$ cat src/sce_pkg.sv
// shared constants and types of the storage controller error unit
package sce_pkg;

	////////////////////////////////////////////////////////////////////////////////
	// register byte offsets
	localparam logic [7:0] REG_CTRL    = 8'h00;
	localparam logic [7:0] REG_STATUS  = 8'h04;
	localparam logic [7:0] REG_QDEL    = 8'h08;
	localparam logic [7:0] REG_QCREATE = 8'h0C;
	localparam logic [7:0] REG_SQ_MAP  = 8'h10;
	localparam logic [7:0] REG_CQ_MAP  = 8'h14;
	localparam logic [7:0] REG_SLOTS   = 8'h18;

	////////////////////////////////////////////////////////////////////////////////
	// field positions
	localparam int unsigned CTRL_RD_DELIVER = 0;
	localparam int unsigned CTRL_WR_FINISH  = 1;
	localparam int unsigned CTRL_BIG_COMMIT = 2;
	localparam int unsigned CTRL_RESET      = 3;
	localparam int unsigned CTRL_HALT_CLR   = 4;
	localparam int unsigned STAT_FATAL      = 0;
	localparam int unsigned STAT_HALTED     = 1;
	localparam int unsigned STAT_DEL_BUSY   = 2;
	localparam int unsigned STAT_DEL_DONE   = 3;
	localparam int unsigned Q_IS_CQ         = 8;

	////////////////////////////////////////////////////////////////////////////////
	// values after reset
	localparam logic RST_RD_DELIVER = 1'b0;
	localparam logic RST_WR_FINISH  = 1'b0;
	localparam logic RST_BIG_COMMIT = 1'b0;

	////////////////////////////////////////////////////////////////////////////////
	// completion status codes: type in the top three bits, code below
	localparam int unsigned SC_W           = 11;
	localparam logic [10:0] ST_SUCCESS     = 11'h000;
	localparam logic [10:0] ST_DATA_XFER   = 11'h004;
	localparam logic [10:0] ST_INTERNAL    = 11'h006;
	localparam logic [10:0] ST_ABORT_SQDEL = 11'h008;
	localparam logic [10:0] ST_NONE        = 11'h7FF;
	localparam logic [2:0]  SCT_MEDIA      = 3'h2;

	////////////////////////////////////////////////////////////////////////////////
	// link down time after a whole subsystem reset
	localparam int unsigned CLK_PERIOD_NS = 100;
	localparam int unsigned LINK_DOWN_NS  = 1000;
	localparam int unsigned LINK_DOWN_CYC = (LINK_DOWN_NS + CLK_PERIOD_NS - 1) / CLK_PERIOD_NS;
	localparam int unsigned LD_W          = $clog2(LINK_DOWN_CYC + 1);

	////////////////////////////////////////////////////////////////////////////////
	// queue deletion walker states
	typedef enum logic [0:0] {
		SCE_IDLE,
		SCE_SCAN
	} sce_del_t;

endpackage

$ cat src/sce_sel_if.sv
// error flags to status selector and chosen code back
`timescale 1ns/10ps
interface sce_sel_if;
	import sce_pkg::*;
	logic            media_err;
	logic [7:0]      media_sc;
	logic            xfer_err;
	logic            internal_err;
	logic            sq_abort;
	logic [SC_W-1:0] code;
	logic            retry_ok;

	modport req (output media_err, media_sc, xfer_err, internal_err, sq_abort, input code, retry_ok);
	modport sel (input media_err, media_sc, xfer_err, internal_err, sq_abort, output code, retry_ok);
endinterface

$ cat src/sce_top.sv
// error handling and recovery unit of a queue based storage controller
`timescale 1ns/10ps
// Notes on behaviour
// - deleting a queue aborts its outstanding commands
// - any queue deletion written outside a slot walk frees its resources
// - keep running; completion says if retry helps
// - media failure completes with media status
// - read error: stop transfer or deliver data
// - write error: abandon or finish transfer
// - small failed write keeps old data
// - large failed write may keep either
// - limited retry bit sets recovery effort
// - bus memory error halts until host
// - missing host address gives transfer error
// - internal error status, lowest code wins
// - serious fault sets the fatal flag
// - fatal flag raises no interrupt
// - subsystem reset may take links down
module sce_top
	import sce_pkg::*;
#(
	parameter int unsigned NSLOT       = 8,
	parameter int unsigned QID_W       = 4,
	parameter int unsigned AWUPF_BLKS  = 1,
	parameter int unsigned SIDX_W      = $clog2(NSLOT)
)
(
	// clock and reset
	input  wire logic              clk,
	input  wire logic              rst_n,
	// register port
	input  wire logic [7:0]        addr,
	input  wire logic [31:0]       wr_data,
	input  wire logic              wr_en,
	input  wire logic              rd_en,
	output logic      [31:0]       rd_data,
	// command issue
	input  wire logic              cmd_issue,
	input  wire logic [SIDX_W-1:0] issue_slot,
	input  wire logic [QID_W-1:0]  issue_sq,
	input  wire logic              issue_lr,
	output logic                   cmd_reject,
	// command end with its error flags
	input  wire logic              cmd_done,
	input  wire logic [SIDX_W-1:0] done_slot,
	input  wire logic              media_err,
	input  wire logic [7:0]        media_sc,
	input  wire logic              read_err,
	input  wire logic              write_err,
	input  wire logic [15:0]       write_blks,
	input  wire logic              bus_abort,
	input  wire logic              parity_err,
	input  wire logic              internal_err,
	// completion entry out
	output logic                   cpl_valid,
	output logic      [SIDX_W-1:0] cpl_slot,
	output logic      [SC_W-1:0]   cpl_status,
	output logic                   cpl_retry,
	output logic                   xfer_stop,
	output logic                   wr_commit_valid,
	output logic                   wr_commit,
	// recovery effort query
	input  wire logic              recov_req,
	input  wire logic [SIDX_W-1:0] recov_slot,
	output logic                   recov_valid,
	output logic                   recov_full,
	// fatal condition and subsystem reset
	input  wire logic              fatal_condition,
	input  wire logic              whole_subsystem_reset,
	output logic                   fatal_status_flag,
	output logic                   link_down
);

	localparam int unsigned NQ = 1 << QID_W;

	typedef struct packed {
		logic [NSLOT-1:0]            sv;
		logic [NSLOT-1:0][QID_W-1:0] sq;
		logic [NSLOT-1:0]            lr;
		logic [NQ-1:0]               sq_alloc;
		logic [NQ-1:0]               cq_alloc;
		logic                        rd_deliver;
		logic                        wr_finish;
		logic                        big_commit;
		logic                        fatal;
		logic                        halted;
		logic                        del_done;
		sce_del_t                    st;
		logic [SIDX_W-1:0]           idx;
		logic [QID_W-1:0]            del_q;
		logic                        cpl_valid;
		logic [SIDX_W-1:0]           cpl_slot;
		logic [SC_W-1:0]             cpl_status;
		logic                        cpl_retry;
		logic                        xfer_stop;
		logic                        wr_commit_valid;
		logic                        wr_commit;
		logic                        recov_valid;
		logic                        recov_full;
		logic                        cmd_reject;
		logic [LD_W-1:0]             ld_cnt;
		logic                        link_down;
		logic [31:0]                 rdata;
	} sce_state_t;

	sce_state_t s_r;
	sce_state_t s_nxt;

	logic             any_rst;
	logic             bus_err;
	logic [NSLOT-1:0] del_hit;

	sce_sel_if sel_if ();

	////////////////////////////////////////////////////////////////////////////////
	// status selection for the ending command
	assign bus_err             = bus_abort || parity_err;
	assign sel_if.media_err    = media_err || read_err || write_err;
	assign sel_if.media_sc     = media_sc;
	assign sel_if.xfer_err     = bus_abort;
	assign sel_if.internal_err = internal_err;
	// a command ending on a queue under deletion is aborted
	assign sel_if.sq_abort     = (s_r.st == SCE_SCAN) && (s_r.sq[done_slot] == s_r.del_q);

	sce_status_sel u_sel (
		.sel (sel_if.sel)
	);

	////////////////////////////////////////////////////////////////////////////////
	// per slot match against the queue being deleted
	genvar gi;
	generate
		for (gi = 0; gi < NSLOT; gi++)
		begin : g_hit
			assign del_hit[gi] = s_r.sv[gi] && (s_r.sq[gi] == s_r.del_q);
		end
	endgenerate

	// controller reset by software or whole subsystem reset
	assign any_rst = (wr_en && (addr == REG_CTRL) && wr_data[CTRL_RESET]) || whole_subsystem_reset;

	////////////////////////////////////////////////////////////////////////////////
	// next state
	always_comb
	begin
		s_nxt = s_r;
		s_nxt.cpl_valid = 1'b0;
		s_nxt.xfer_stop = 1'b0;
		s_nxt.wr_commit_valid = 1'b0;
		s_nxt.recov_valid = 1'b0;
		s_nxt.cmd_reject = 1'b0;
		s_nxt.rdata = 32'h0000_0000;

		// link down window after subsystem reset
		if (whole_subsystem_reset)
			s_nxt.ld_cnt = LD_W'(LINK_DOWN_CYC);
		else if (s_r.ld_cnt != '0)
			s_nxt.ld_cnt = s_r.ld_cnt - 1'b1;
		s_nxt.link_down = (s_nxt.ld_cnt != '0);

		// controller or subsystem reset overrides writes, commands and the deletion walk in that cycle
		if (any_rst)
		begin
			// reset frees every queue and slot
			s_nxt.sv = '0;
			s_nxt.lr = '0;
			s_nxt.sq_alloc = '0;
			s_nxt.cq_alloc = '0;
			s_nxt.rd_deliver = RST_RD_DELIVER;
			s_nxt.wr_finish = RST_WR_FINISH;
			s_nxt.big_commit = RST_BIG_COMMIT;
			s_nxt.halted = 1'b0;
			s_nxt.del_done = 1'b0;
			s_nxt.st = SCE_IDLE;
			s_nxt.idx = '0;
			s_nxt.fatal = 1'b0;
		end
		else
		begin
			// register writes
			if (wr_en)
			begin
				if (addr == REG_CTRL)
				begin
					s_nxt.rd_deliver = wr_data[CTRL_RD_DELIVER];
					s_nxt.wr_finish = wr_data[CTRL_WR_FINISH];
					s_nxt.big_commit = wr_data[CTRL_BIG_COMMIT];
					if (wr_data[CTRL_HALT_CLR])
						s_nxt.halted = 1'b0;
				end
				else if (addr == REG_QCREATE)
				begin
					if (wr_data[Q_IS_CQ])
						s_nxt.cq_alloc[wr_data[QID_W-1:0]] = 1'b1;
					else
						s_nxt.sq_alloc[wr_data[QID_W-1:0]] = 1'b1;
				end
				else if ((addr == REG_QDEL) && (s_r.st == SCE_IDLE))
				begin
					// completion queue frees at once, submission queue walks its slots
					if (wr_data[Q_IS_CQ])
					begin
						s_nxt.cq_alloc[wr_data[QID_W-1:0]] = 1'b0;
						s_nxt.del_done = 1'b1;
					end
					else
					begin
						s_nxt.sq_alloc[wr_data[QID_W-1:0]] = 1'b0;
						s_nxt.del_q = wr_data[QID_W-1:0];
						s_nxt.idx = '0;
						s_nxt.del_done = 1'b0;
						s_nxt.st = SCE_SCAN;
					end
				end
			end

			// a command ends: completion entry, transfer and commit decisions
			if (cmd_done && s_r.sv[done_slot])
			begin
				s_nxt.sv[done_slot] = 1'b0;
				s_nxt.cpl_valid = !s_r.fatal;
				s_nxt.cpl_slot = done_slot;
				s_nxt.cpl_status = sel_if.code;
				s_nxt.cpl_retry = sel_if.retry_ok;
				s_nxt.xfer_stop = (read_err && !s_r.rd_deliver) || (write_err && !s_r.wr_finish) || bus_err;
				// failed write: keep old blocks or let new data stand
				if (write_err)
				begin
					s_nxt.wr_commit_valid = 1'b1;
					if (32'(write_blks) <= AWUPF_BLKS)
						s_nxt.wr_commit = 1'b0;
					else
						s_nxt.wr_commit = s_r.big_commit;
				end
				// bus memory fault stops issue until software clears it
				if (bus_err)
					s_nxt.halted = 1'b1;
			end
			else if (s_r.st == SCE_SCAN)
			begin
				// walk slots, one abort completion per cycle
				if (del_hit[s_r.idx])
				begin
					s_nxt.sv[s_r.idx] = 1'b0;
					s_nxt.cpl_valid = !s_r.fatal;
					s_nxt.cpl_slot = s_r.idx;
					s_nxt.cpl_status = ST_ABORT_SQDEL;
					s_nxt.cpl_retry = 1'b0;
				end
				// last slot ends the walk and flags the deletion done
				if (32'(s_r.idx) == NSLOT - 1)
				begin
					s_nxt.st = SCE_IDLE;
					s_nxt.del_done = 1'b1;
					s_nxt.idx = '0;
				end
				else
					s_nxt.idx = s_r.idx + 1'b1;
			end

			// new command into a free slot of a live queue
			if (cmd_issue)
			begin
				if (s_nxt.sv[issue_slot] || !s_nxt.sq_alloc[issue_sq] || s_r.halted || s_r.fatal)
					s_nxt.cmd_reject = 1'b1;
				else
				begin
					s_nxt.sv[issue_slot] = 1'b1;
					s_nxt.sq[issue_slot] = issue_sq;
					s_nxt.lr[issue_slot] = issue_lr;
				end
			end

			// recovery effort follows the limited retry bit
			if (recov_req)
			begin
				s_nxt.recov_valid = 1'b1;
				s_nxt.recov_full = !s_r.lr[recov_slot];
			end
		end

		// fault is sticky and wins over a reset in the same cycle, no interrupt
		if (fatal_condition)
			s_nxt.fatal = 1'b1;

		// register reads, data stand one cycle
		if (rd_en)
		begin
			if (addr == REG_CTRL)
				s_nxt.rdata = {29'h0000_0000, s_r.big_commit, s_r.wr_finish, s_r.rd_deliver};
			else if (addr == REG_STATUS)
				s_nxt.rdata = {28'h000_0000, s_r.del_done, (s_r.st == SCE_SCAN), s_r.halted, s_r.fatal};
			else if (addr == REG_SQ_MAP)
				s_nxt.rdata = 32'(s_r.sq_alloc);
			else if (addr == REG_CQ_MAP)
				s_nxt.rdata = 32'(s_r.cq_alloc);
			else if (addr == REG_SLOTS)
				s_nxt.rdata = 32'(s_r.sv);
			// unmapped addresses read as zero
			else
				s_nxt.rdata = 32'h0000_0000;
		end
	end

	////////////////////////////////////////////////////////////////////////////////
	// state register
	always_ff @(posedge clk or negedge rst_n)
	begin
		if (!rst_n)
		begin
			s_r <= '0;
			// config bits to their reset values
			s_r.rd_deliver <= RST_RD_DELIVER;
			s_r.wr_finish <= RST_WR_FINISH;
			s_r.big_commit <= RST_BIG_COMMIT;
			s_r.st <= SCE_IDLE;
		end
		else
			s_r <= s_nxt;
	end

	////////////////////////////////////////////////////////////////////////////////
	// outputs straight from the state register
	assign rd_data           = s_r.rdata;
	assign cmd_reject        = s_r.cmd_reject;
	assign cpl_valid         = s_r.cpl_valid;
	assign cpl_slot          = s_r.cpl_slot;
	assign cpl_status        = s_r.cpl_status;
	assign cpl_retry         = s_r.cpl_retry;
	assign xfer_stop         = s_r.xfer_stop;
	assign wr_commit_valid   = s_r.wr_commit_valid;
	assign wr_commit         = s_r.wr_commit;
	assign recov_valid       = s_r.recov_valid;
	assign recov_full        = s_r.recov_full;
	assign fatal_status_flag = s_r.fatal;
	assign link_down         = s_r.link_down;

endmodule

$ cat src/sce_status_sel.sv
// picks the lowest valued status among active error conditions
`timescale 1ns/10ps
module sce_status_sel
	import sce_pkg::*;
(
	// error flags in, code out
	sce_sel_if.sel sel
);

	logic [SC_W-1:0] media_code;
	logic [SC_W-1:0] best;

	// lowest numerical code wins
	always_comb
	begin
		media_code = {SCT_MEDIA, sel.media_sc};
		best = ST_NONE;
		if (sel.sq_abort && (ST_ABORT_SQDEL < best))
			best = ST_ABORT_SQDEL;
		if (sel.xfer_err && (ST_DATA_XFER < best))
			best = ST_DATA_XFER;
		if (sel.internal_err && (ST_INTERNAL < best))
			best = ST_INTERNAL;
		if (sel.media_err && (media_code < best))
			best = media_code;
		if (best == ST_NONE)
			best = ST_SUCCESS;
		sel.code = best;
		// only a pure media failure may succeed on retry
		sel.retry_ok = sel.media_err && !sel.xfer_err && !sel.internal_err && !sel.sq_abort;
	end

endmodule

$ cat config.mk
export PLATFORM = sky130hd
export DESIGN_NAME = sce_top
export DESIGN_NICKNAME = d
export VERILOG_FILES = /design/src/sce_pkg.sv /design/src/sce_sel_if.sv /design/src/sce_top.sv /design/src/sce_status_sel.sv
export SDC_FILE = /design/constraint.sdc
export NUM_CORES = 1
export LEC_CHECK = 0
export BUFFER_PORTS_ARGS = -buffer_cell sky130_fd_sc_hd__clkbuf_2
export CORE_ASPECT_RATIO = 1.5
export CORE_MARGIN = 5
export CORE_UTILIZATION = 50
export CTS_BUF_LIST = sky130_fd_sc_hd__clkbuf_16
export DETAILED_ROUTE_END_ITERATION = 10
export PLACE_DENSITY_LB_ADDON = 0.1
export SLEW_MARGIN = 25
export SYNTH_ARGS = -nofsm -noshare
export SYNTH_HDL_FRONTEND = slang
export SYNTH_SLANG_ARGS = --single-unit
export TNS_END_PERCENT = 10
$ cat constraint.sdc
create_clock -name clk -period 3.2 [get_ports clk]
set_input_delay 0 -clock clk [delete_from_list [all_inputs] [get_ports clk]]
set_output_delay 0 -clock clk [all_outputs]
set_load 0.02 [all_outputs]
**Word-level counts from Yosys, hierarchy flattened**

Index checks and enable logic that the tools add are counted.

- Add/sub/neg operators: 2
- Mux-type cells: 82
- Equal/unequal tests: 21
- Order comparisons: 14
- Bitwise gates (word level): 16
- Reductions and logical operators: 60

Operator list:

| operator | number |
|---|---|
| 2-to-1 mux 16 bit | 12 |
| 2-to-1 mux 32 bit | 3 |
| 2-to-1 mux 48 bit | 2 |
| 2-to-1 mux 35 bit | 2 |
| 2-to-1 mux 8 bit | 7 |
| 2-to-1 mux 11 bit | 5 |
| 2-to-1 mux 43 bit | 1 |
| equality test 4 bit | 9 |
| AND 16 bit | 2 |
| bitwise mux 32 bit | 1 |
| bitwise OR 16 bit | 2 |
| 2-to-1 mux 9 bit | 3 |
| logical AND 1 bit | 25 |
| equality test 8 x 5 -> 1 bit (second input constant) | 3 |
| < comparator 3 x 11 -> 1 bit (first input constant) | 2 |
| 2-to-1 mux 22 bit | 1 |
| 2-to-1 mux 1 bit | 19 |
| AND 8 bit | 2 |
| equality test 8 x 4 -> 1 bit (second input constant) | 2 |
| less-or-equal comparator 16 x 1 -> 1 bit (second input constant) | 1 |
| < comparator 3 x 4 -> 1 bit (second input constant) | 4 |
| 2-to-1 mux 4 bit | 4 |
| NOT 16 bit | 1 |
| NOT 8 bit | 2 |
| 35 further kinds | 80 |

- Input port bits: 93
- Register bits after elaboration: 153

**Depth between registers and ports, before layout**

Gate-level depths: netlist of the first run.

- Depth in word-level cells: 21
- Gate-level depth with buffers: 11
- Gate-level depth less buffers: 8

**Cells and area by module**

From an unflattened synthesis of the first run, not the netlist that was laid out.

- Cell total of the unflattened synthesis: 802
- Area, all modules: 8157.8 um^2

By module, submodules not included:

| module | area each (um^2) | sequential area each (um^2) | times used | cells an instance |
|---|---|---|---|---|
| sce_top | 8034.0 | 3428.3 | 1 | 785 |
| sce_status_sel | 123.9 | 0.0 | 1 | 17 |

**Least setup slack after synthesis of the first run**

Ideal clock, no wire load.

- Path kind: register to register
- Start: register s_r[61] (netlist bit)
- End: register s_r[141] (netlist bit)
- Stages on the path, launching flop included: 10
- Arrival time: 2.871 ns
- Path slack: 0.205 ns
- Cell sequence: dfrtp_1 > buf_2 > xnor2_1 > nand3_1 > nor4b_1 > o2111ai_2 > or3_1 > o2bb2ai_2 > nor4b_2 > mux2_2

- Longest elaborated chain between the ends: 15
- Elaborated cells on any way between the ends: 29
- Those cells by class: eq/ne (8); mux (8); bitwise (1); reduce/logical (12)

RTL lines:

| element | RTL line | text |
|---|---|---|
| from (decl) | sce_top.sv:106 | `sce_state_t s_r;` |
| from (signal assigned) | sce_top.sv:319 | `s_r <= s_nxt;` |
| equality test 4 bit | sce_top.sv:135 | `assign del_hit[gi] = s_r.sv[gi] && (s_r.sq[gi] == s_r.del_q);` |
| logical AND 1 bit | sce_top.sv:135 |  |
| binary-select mux 1 bit (select 3 bit) * | sce_top.sv:242 | `if (del_hit[s_r.idx])` |
| 2-to-1 mux 1 bit (not written as such) * | sce_top.sv:242 |  |
| 2-to-1 mux 8 bit * | sce_top.sv:242 |  |
| 2-to-1 mux 8 bit * | sce_top.sv:239 | `else if (s_r.st == SCE_SCAN)` |
| 2-to-1 mux 8 bit * | sce_top.sv:218 | `if (cmd_done && s_r.sv[done_slot])` |
| 2-to-1 mux 8 bit * | sce_top.sv:162 | `if (any_rst)` |
| binary-select mux 1 bit (select 3 bit) * | sce_top.sv:264 | `if (s_nxt.sv[issue_slot] \|\| !s_nxt.sq_alloc[issue_sq] \|\| s_r.halted \|\| s_r.fatal)` |
| 2-to-1 mux 1 bit (not written as such) * | sce_top.sv:264 |  |
| logical OR 1 bit * (3 in a row) | sce_top.sv:264 |  |
| NOT 1 bit (no line) * | - |  |
| AND reduction 3 bit (no line) * | - |  |

Mark *: on every way between the ends. The rest lies on a longest branch, timed or not. The select of a mux whose other input is x is not followed.
A chain may end at the register's enable or synchronous reset.

**Worst setup path after layout of the first run**

- Start: register s_r[59] (netlist bit)
- End: register s_r[116] (netlist bit)

The elaborated chain is that of the path after synthesis.

==> results.cfg, run 1 <==
[placement]
dpl-instance-area_um2 = 8640
gp_congestion = 0.906
port_buffers = 105
dp_cells = 1058
pre_cts_ws_ps = 39.8
hpwl_um = 17400

[critical_path]
path_cells = xnor2_1 > nand3_1 > nor4b_1 > buf_4 > o2111ai_2 > buf_4 > o31ai_1 > nand2_1 > nor4b_2 > buf_4 > mux2_2
slowest_stage = dfrtp_2
end_kind = flip-flop
path_buf_inv = 3
crit_family = simple AND/OR/NAND/NOR gates
crit_required_ps = 3510
crit_path_start_kind = flip-flop
crit_path_max_incr_delay_ps = 480
cpMostUsedCell = buf_4
crit_arrival_ps = 3380
crit_type = reg -> reg
cp_max_fo = 9

[pwr]
power_uw = 4380
p_per_area_nw_per_um2 = 457
power_leakage_uw = 0.00432
vdd_ir_drop_max_uv = 436

[route]
wirelength_um = 23600
vias = 6761
drc = 0
drt_pre_antenna_iters = 6
wl_per_cell_um = 21.1
drtIter0Drc = 505
ant_nets = 0
vias_per_cell = 6.03

[final_layout]
syn_to_final_growth_pct = 20.0
final_cell_mix = dfrtp_1, clkbuf_2, nand2_1
drive_above_1_share_pct = 30.0
instances_no_fill = 1121
layout_commonest_cell = dfrtp_1
final_util_pct = 61.0
design_area_um2 = 9570
diodes = 0
nets = 1001

[cts]
clk_pin_slew_ps = 60
post_cts_buffers = 0
htreeDepth = 4
tritoncts.num_buffers = 17
clock_latency_ps = 430
clock_sinks = 136
ctsLongestPathBuffers = 2
clockRootBuffer = clkbuf_16
cts_tree = built

[global_route]
grt_max_degree = 78
overflow = 0
grt_pass1_wl_um = 37100
grt_pass1_vias = 7027
track_usage_pct = 25.6
antenna_found_initial = 0

[timing]
drv_slew = 0
skew_ps = 12.4
setup-violations-final = 0
period_share_pct = 95.8
max-slew-margin-rel_pct = 49.7
tightest_slew_ps = 755
layout_setup_ws_ps = 135
hold_viol = 0
layout_min_cycle_time_ps = 3060
max_freq_ghz = 0.326

[floorplanning]
ios = 149
initial_core_util_pct = 50.8
rows = 56
die_height_um = 165
die_w_um = 113
dieArea_um2 = 18600
coreArea_um2 = 15700

[logic_synthesis]
ys_types = 87
synth_ff_type = dfrtp_1
avgSynthCellArea_um2 = 10.2
synth-edff-count = 0
async_reset_ff_share_pct = 100
ys_warn_count = 0
synth_cells = 780
syn_area_um2 = 7980
yosysSeqAreaShare_pct = 42.7
ys_ff_latch = 136

[hold_path]
min_path_type = in -> reg

[run]
cap_viol_max_count = 0

[status]
outcome = completed
## worst reg2reg max path, cell delays in order, from the launching register on
cell	delay [ps]
dfrtp_2	480
xnor2_1	190
nand3_1	130
nor4b_1	290
buf_4	170
o2111ai_2	140
buf_4	200
o31ai_1	310
nand2_1	140
nor4b_2	360
buf_4	210
mux2_2	330
## worst paths after layout
check,end,from,cells past startpoint,slack (ps)
worst max-delay path,s_r[116],s_r[59],11,140
worst min-delay path,s_r[110],issue_lr,3,10
max in group asynchronous,s_r[117],rst_n,3,2150
min in group asynchronous,s_r[106],rst_n,2,150
worst max register to register,s_r[116],s_r[59],11,140
worst min register to register,s_r[78],s_r[78],2,480
## power breakdown
part,switching [uW],internal (uW)
clock network,813,1160
registers,64.1,1790
logic,319,233
total,1200,3180
## routing by layer
metal	wire (um)	share of wire, %	vias to the layer above	track usage (%)
met1	8830	37	3339	28.8
met4	1130	4.8	0	14.8
met2	12400	53	264	45.2
li1	-	-	3093	-
met5	0	0	-	0
met3	1230	5.2	65	4.55
## logic make-up after synthesis
family                   synth area share, %
AO/OA/AOI/OAI                           16.7
XOR/XNOR                                4.06
adder cells (fa/ha/maj)                0.470
buffers and inverters                   7.78
flip-flops                              42.7
multiplexers                            10.5
other                                 0.0470
AND/OR/NAND/NOR                         17.8
## registers in the layout (all words and copies together), names as in the netlist
register           cells
recov_full             1
cpl_status            10
link_down              1
s_r                   97
xfer_stop              1
cpl_retry              1
fatal_status_flag      1
wr_commit_valid        1
cmd_reject             1
recov_valid            1
cpl_valid              1
cpl_slot               3
rd_data               16
wr_commit              1
## synthesized netlist by cell type (8+ instances only)
| cell type | instances | area [um2] |
|---|---|---|
| a211oi_1 | 20 | 150 |
| xnor2_1 | 21 | 184 |
| inv_1 | 14 | 52.6 |
| mux2_2 | 33 | 372 |
| mux4_2 | 10 | 225 |
| nand4_1 | 10 | 62.6 |
| mux2i_1 | 18 | 180 |
| nand2b_1 | 10 | 62.6 |
| xor2_1 | 16 | 140 |
| nor4_1 | 8 | 50.1 |
| a21oi_1 | 47 | 235 |
| nor3_1 | 17 | 85.1 |
| o21ai_0 | 19 | 95.1 |
| o22ai_1 | 8 | 50.1 |
| buf_2 | 10 | 50.1 |
| buf_4 | 47 | 353 |
| dfrtp_1 | 136 | 3400 |
| nand2_1 | 58 | 218 |
| clkbuf_1 | 30 | 113 |
| nand3_1 | 15 | 75.1 |
| nor2_1 | 51 | 191 |
| a22oi_1 | 13 | 97.6 |
## what timing repair did
action	in CTS	in global routing
gates resized for setup	0	9
hold buffers	31	0
setup endpoints to repair	0	26
endpoints found under the hold margin	102	0
## stage by stage
step	setup TNS (ps)	hold slack, ps
after floorplan	0	-296
after global placement	0	94.5
after detailed placement	0	96.4
after CTS	0	8.76
after global routing	-54.6	44.7
final	0	11.9
## final cells by class
type	count	area (um2)
Fill cell	1354	6120
Multi-Input combinational cell	552	4050
Sequential cell	136	3410
Timing Repair Buffer	184	1210
Clock buffer	17	425
Tap cell	203	254
Clock inverter	15	166
Inverter	14	52.6
No activity file was read; power rests on OpenSTA's default activity.
==> run 2, diff against run 1 <==
- BUFFER_PORTS_ARGS: -buffer_cell sky130_fd_sc_hd__clkbuf_2 -> not set
- CORE_UTILIZATION: 50 -> 58
- DONT_BUFFER_PORTS: not set -> 1
==> results.cfg, run 2 (synthesis results as in run 1) <==
[timing]
tightest_slew_ps = 873
grt_setup_unrepaired = false
max_freq_ghz = 0.327
setup-violations-final = 0
drv_slew = 0
layout_min_cycle_time_ps = 3060
skew_ps = 10.6
period_share_pct = 95.6
hold_viol = 0
setup-tns-final_ps = 0
max-slew-margin-rel_pct = 41.8

[floorplanning]
ios = 149
die_height_um = 154
dieArea_um2 = 16300
rows = 52
coreArea_um2 = 13500
initial_core_util_pct = 59.0
die_w_um = 106

[global_route]
overflow = 0
track_usage_pct = 28.5
grt_max_degree = 137
grt_pass1_vias = 6733
grt_pass1_wl_um = 36400
antenna_found_initial = 0

[status]
outcome = completed

[placement]
dp_cells = 902
gp_congestion = 0.903
hpwl_um = 15800
port_buffers = 0

[critical_path]
crit_type = in -> reg
startpoint = wr_data[2]
end_kind = flip-flop
cp_max_fo = 14
crit_arrival_ps = 3350
r2r-start = s_r[144]
crit_required_ps = 3490
crit_path_start_kind = input pin

[route]
vias = 6573
route.met2.wl_um = 11800
drc = 0
wl_met3_um = 1420
drtIter0Drc = 529
vias_per_cell = 6.63
drt_pre_antenna_iters = 6
wl_met1_um = 8360
wl_per_cell_um = 23.2
top_layer = met4
ant_nets = 0
wirelength_um = 23000

[hold_path]
min_path_type = in -> reg
worstHoldStart = wr_data[3]

[cts]
clk_pin_slew_ps = 60
clock_latency_ps = 420
clock_sinks = 136
htreeDepth = 4
clockRootBuffer = clkbuf_16
cts_tree = built
post_cts_buffers = 0
ctsLongestPathBuffers = 2
tritoncts.num_buffers = 17

[final_layout]
seq_area_um2 = 3400
largest_reg_flops = 97
multiInputGateArea_um2 = 4050
syn_to_final_growth_pct = 15.1
largest-register = s_r
fill_cells = 1033
instances_no_fill = 991
drive_above_1_share_pct = 19.1
diodes = 0
layout_commonest_cell = dfrtp_1
final_cell_mix = dfrtp_1, nand2_1, dlygate4sd3_1
nets = 912

[run]
cap_viol_max_count = 0

[pwr]
p_per_area_nw_per_um2 = 462
vdd_ir_drop_max_uv = 426
power_leakage_uw = 0.00395
run 2: changes by cell type in the layout (fill, tap and decap cells not counted), moves of 3 or more:
cell,delta
buf_4,-11
clkbuf_2,-104
dfrtp_1,+4
dfrtp_2,-4
dlygate4sd3_1,+22
dlymetal6s4s_1,+3
run 2: metrics by stage:
stage | util (%) | hold WS (ps) | cell area [um2] | power (uW) | setup slack (ps)
finish | 67.9 | 25.0 | 9190 | 4250 | 142
global route | 67.9 | 31.8 | 9190 | 4400 | 40.1
CTS | 67.6 | 11.3 | 9150 | 4260 | 22.4
detailed placement | 59.0 | -292 | 7990 | 2250 | 144
global placement | 59.0 | -292 | 7990 | 2230 | 182
floorplan | - | -296 | 8040 | 2200 | 205
run 2: layout make-up:
cell class	instances	area share (%)
clock inverters	15	1.55
well taps	162	2.21
flip-flops and latches	136	37.0
repair buffers	95	9.86
clock buffers	17	4.63
multi-input cells	552	44.1
inverters	14	0.572
run 2: critical path, stage by stage:
cell and delay, ps:
dlygate4sd3_1 870, nand2_1 170, nor3b_2 430, a2111o_1 220
o311ai_0 210, a31oi_1 290, nand4b_2 180, buf_12 190
nor4b_2 270, buf_4 180, mux2_2 340
run 2: power breakdown:
group / internal [uW] / switching, uW
sequential: 1790 / 85.4
combinational: 209 / 260
clock: 1080 / 821
run 2: path summary, 6_finish.rpt:
| check | to | slack [ps] | depth (start not counted) |
|---|---|---|---|
| worst max-delay path | s_r[114] | 140 | 11 |
| worst min-delay path | s_r[76] | 20 | 2 |
| worst max register to register | cpl_status[2] | 150 | 9 |
| worst min register to register | s_r[74] | 490 | 2 |
| max in group asynchronous | cpl_slot[0] | 2470 | 2 |
| min in group asynchronous | s_r[83] | 240 | 2 |
run 2: per-layer routing:
metal / global-route usage (%) / up-vias
met5: 0 / -
met4: 17.2 / 0
met3: 4.95 / 85
met2: 49.8 / 338
met1: 32.4 / 3238
li1: - / 2912
run 2: timing repair:
item / CTS / global route
hold buffers: 57 / 0
setup endpoints to repair: 0 / 30
gates resized for setup: 0 / 9
hold endpoints to repair: 251 / 0
==> run 3, diff against run 2 <==
- CORE_MARGIN: 5 -> 1
- SYNTH_HIERARCHICAL: not set -> 1
- clock period: 3.2 -> 2.6 ns (I/O delays scaled with it)
==> results.cfg, run 3 <==
[global_route]
grt_use_met3_pct = 5.42
grt_pass1_wl_um = 41200
grt_pass1_vias = 7555
overflow = 0
track_usage_pct = 37.5
use_met1_pct = 41.6
grt_max_degree = 138
antenna_found_initial = 0
gr-usage-met2_pct = 66.2
busiest_layer = met2

[route]
vias_per_cell = 6.80
drc = 0
vias = 7373
drt_pre_antenna_iters = 5
ant_nets = 0
wl_per_cell_um = 24.7
drtIter0Drc = 507
wirelength_um = 26800

[logic_synthesis]
ys_types = 84
synth-edff-count = 0
syn_area_um2 = 8160
ys_warn_count = 6
ys_ff_latch = 137
avgSynthCellArea_um2 = 10.2
synth_cells = 802
async_reset_ff_share_pct = 100
synth_top_area_share_pct = 42.0
synth_ff_type = dfrtp_1
netlist_top_cells_area = dfrtp_1, buf_4, mux2_1
yosysSeqAreaShare_pct = 42.0
ys_top_cells_by_count = dfrtp_1, buf_4, nor2_1
yosysMostFrequentCell = dfrtp_1
synth_top_cell_by_area = dfrtp_1

[pwr]
p_int_uw = 3910
power_frac_comb_pct = 9.6
p_switching_uw = 1280
switching_share_pct = 24.7
seq_power_share_pct = 43.3
power_uw = 5190
clkPwrFrac_pct = 47.1
p_per_area_nw_per_um2 = 501
vdd_ir_drop_max_uv = 395
power_leakage_uw = 0.00456

[timing]
holdWs_ps = -741
max-slew-margin-rel_pct = 47.6
layout_setup_ws_ps = -513
hold_viol = 137
period_share_pct = 120
layout_min_cycle_time_ps = 3110
tightest_slew_ps = 784
drv_slew = 0
skew_ps = 11.2
setup-violations-final = 51
grt_setup_unrepaired = true
max_freq_ghz = 0.321
setup-tns-final_ps = -17720

[hold_path]
min_path_type = in -> async

[cts]
clock_latency_ps = 440
cts_hold_buffers = 57
ctsLongestPathBuffers = 2
htreeDepth = 4
tritoncts.num_buffers = 17
clock_sinks = 137
clockRootBuffer = clkbuf_16
clk_pin_slew_ps = 60
cts_tree = built

[placement]
pre_cts_ws_ps = -779
port_buffers = 0
hpwl_um = 17700
gp_congestion = 0.962

[floorplanning]
initial_core_util_pct = 60.0
ios = 149
die_w_um = 98.8
coreArea_um2 = 13600
dieArea_um2 = 14600
die_height_um = 147
rows = 52

[critical_path]
crit_required_ps = 2920
r2r-start = s_r[151]
crit_arrival_ps = 3440
cp_max_fo = 5
crit_type = reg -> reg
r2r_end = s_r[141]
reg2reg_depth = 12
end_kind = flip-flop
ff2ff_setup_slack_ps = -510
crit_path_start_kind = flip-flop

[final_layout]
largest_reg_flops = 97
layout_commonest_cell = dfrtp_1
drive_above_1_share_pct = 27.1
syn_to_final_growth_pct = 26.9
nets = 1006
final_cell_mix = dfrtp_1, buf_4, dlygate4sd3_1
largest-register = s_r
diodes = 0

[run]
cap_viol_max_count = 0

[status]
outcome = finished with violations
violations = negative hold slack, negative setup slack
-- run 3: changes by cell type after synthesis, moves of 7 or more --
cell and delta:
nor4_1 +8, mux2_1 +32, a21oi_1 -7, mux2_2 -28
a22o_1 +12, clkbuf_1 +9, nand2_1 -25
-- run 3: final cells by class --
class                   count  area [um2]
inverters                  16        60.1
clock buffers              17         425
well taps                 162         203
multi-input cells         561        4530
repair buffers            177        1540
fillers                   909        3240
clock inverters            14         159
flip-flops and latches    137        3430
-- run 3: worst max path at each step --
stage                  start        to  slack [ps]  cells after the start
floorplan            s_r[62]  s_r[144]        -310                     12
CTS                  s_r[60]  s_r[132]        -500                     12
global placement     s_r[61]  s_r[114]        -720                      9
detailed placement   s_r[59]  s_r[113]        -780                      8
global route         s_r[59]  s_r[113]        -630                     10
finish              s_r[151]  s_r[141]        -510                     12
-- run 3: repair_timing --
| item | 4_1_cts | 5_1_grt |
|---|---|---|
| setup buffers | 7 | 5 |
| hold endpoints to repair | 248 | 137 |
| resized for setup | 46 | 35 |
| endpoints found under the setup margin | 58 | 63 |
| cloned | 0 | 0 |
| pin swaps | 16 | 16 |
-- run 3: power groups by stage --
| stage | combinational (uW) | sequential, uW | clock (uW) |
|---|---|---|---|
| 2_1_floorplan | 341 | 2250 | 0 |
| 3_3_place_gp | 348 | 2280 | 0 |
| 3_5_place_dp | 361 | 2280 | 0 |
| 4_1_cts | 465 | 2250 | 2460 |
| 5_1_grt | 529 | 2250 | 2520 |
| 6_report | 499 | 2250 | 2440 |
-- run 3: logic make-up after synthesis --
family | count (synthesis) | share of synthesized area, %
buf+inv | 120 | 8.07
compound gates | 191 | 16.9
other cells | 2 | 0.0921
xor+xnor | 36 | 3.87
mux | 65 | 9.77
simple gates | 248 | 18.8
fa+ha+maj | 3 | 0.460
flops | 137 | 42.0
-- run 3: critical path, stage by stage, from the launching register on --
cell,delay [ps]
dfrtp_1,370
mux2i_1,100
o22ai_2,270
buf_4,170
buf_4,100
o21ai_1,200
o31ai_1,320
nand4_1,230
a21oi_4,220
nand3_4,130
buf_4,170
or3_4,390
mux2_4,320
-- run 3: stage by stage --
| stage | instance area [um2] | std cells | utilization, % |
|---|---|---|---|
| after floorplan | 8290 | 818 | - |
| after global placement | 8710 | 984 | 64.0 |
| after detailed placement | 8710 | 984 | 64.0 |
| after CTS | 10200 | 1079 | 74.7 |
| after global routing | 10400 | 1084 | 76.2 |
| final | 10400 | 1084 | 76.2 |
-- run 3: per-layer routing --
metal,vias up,wire (um)
met3,116,1600
met4,0,1620
met1,3689,9380
li1,3161,-
met2,407,14200
met5,-,0
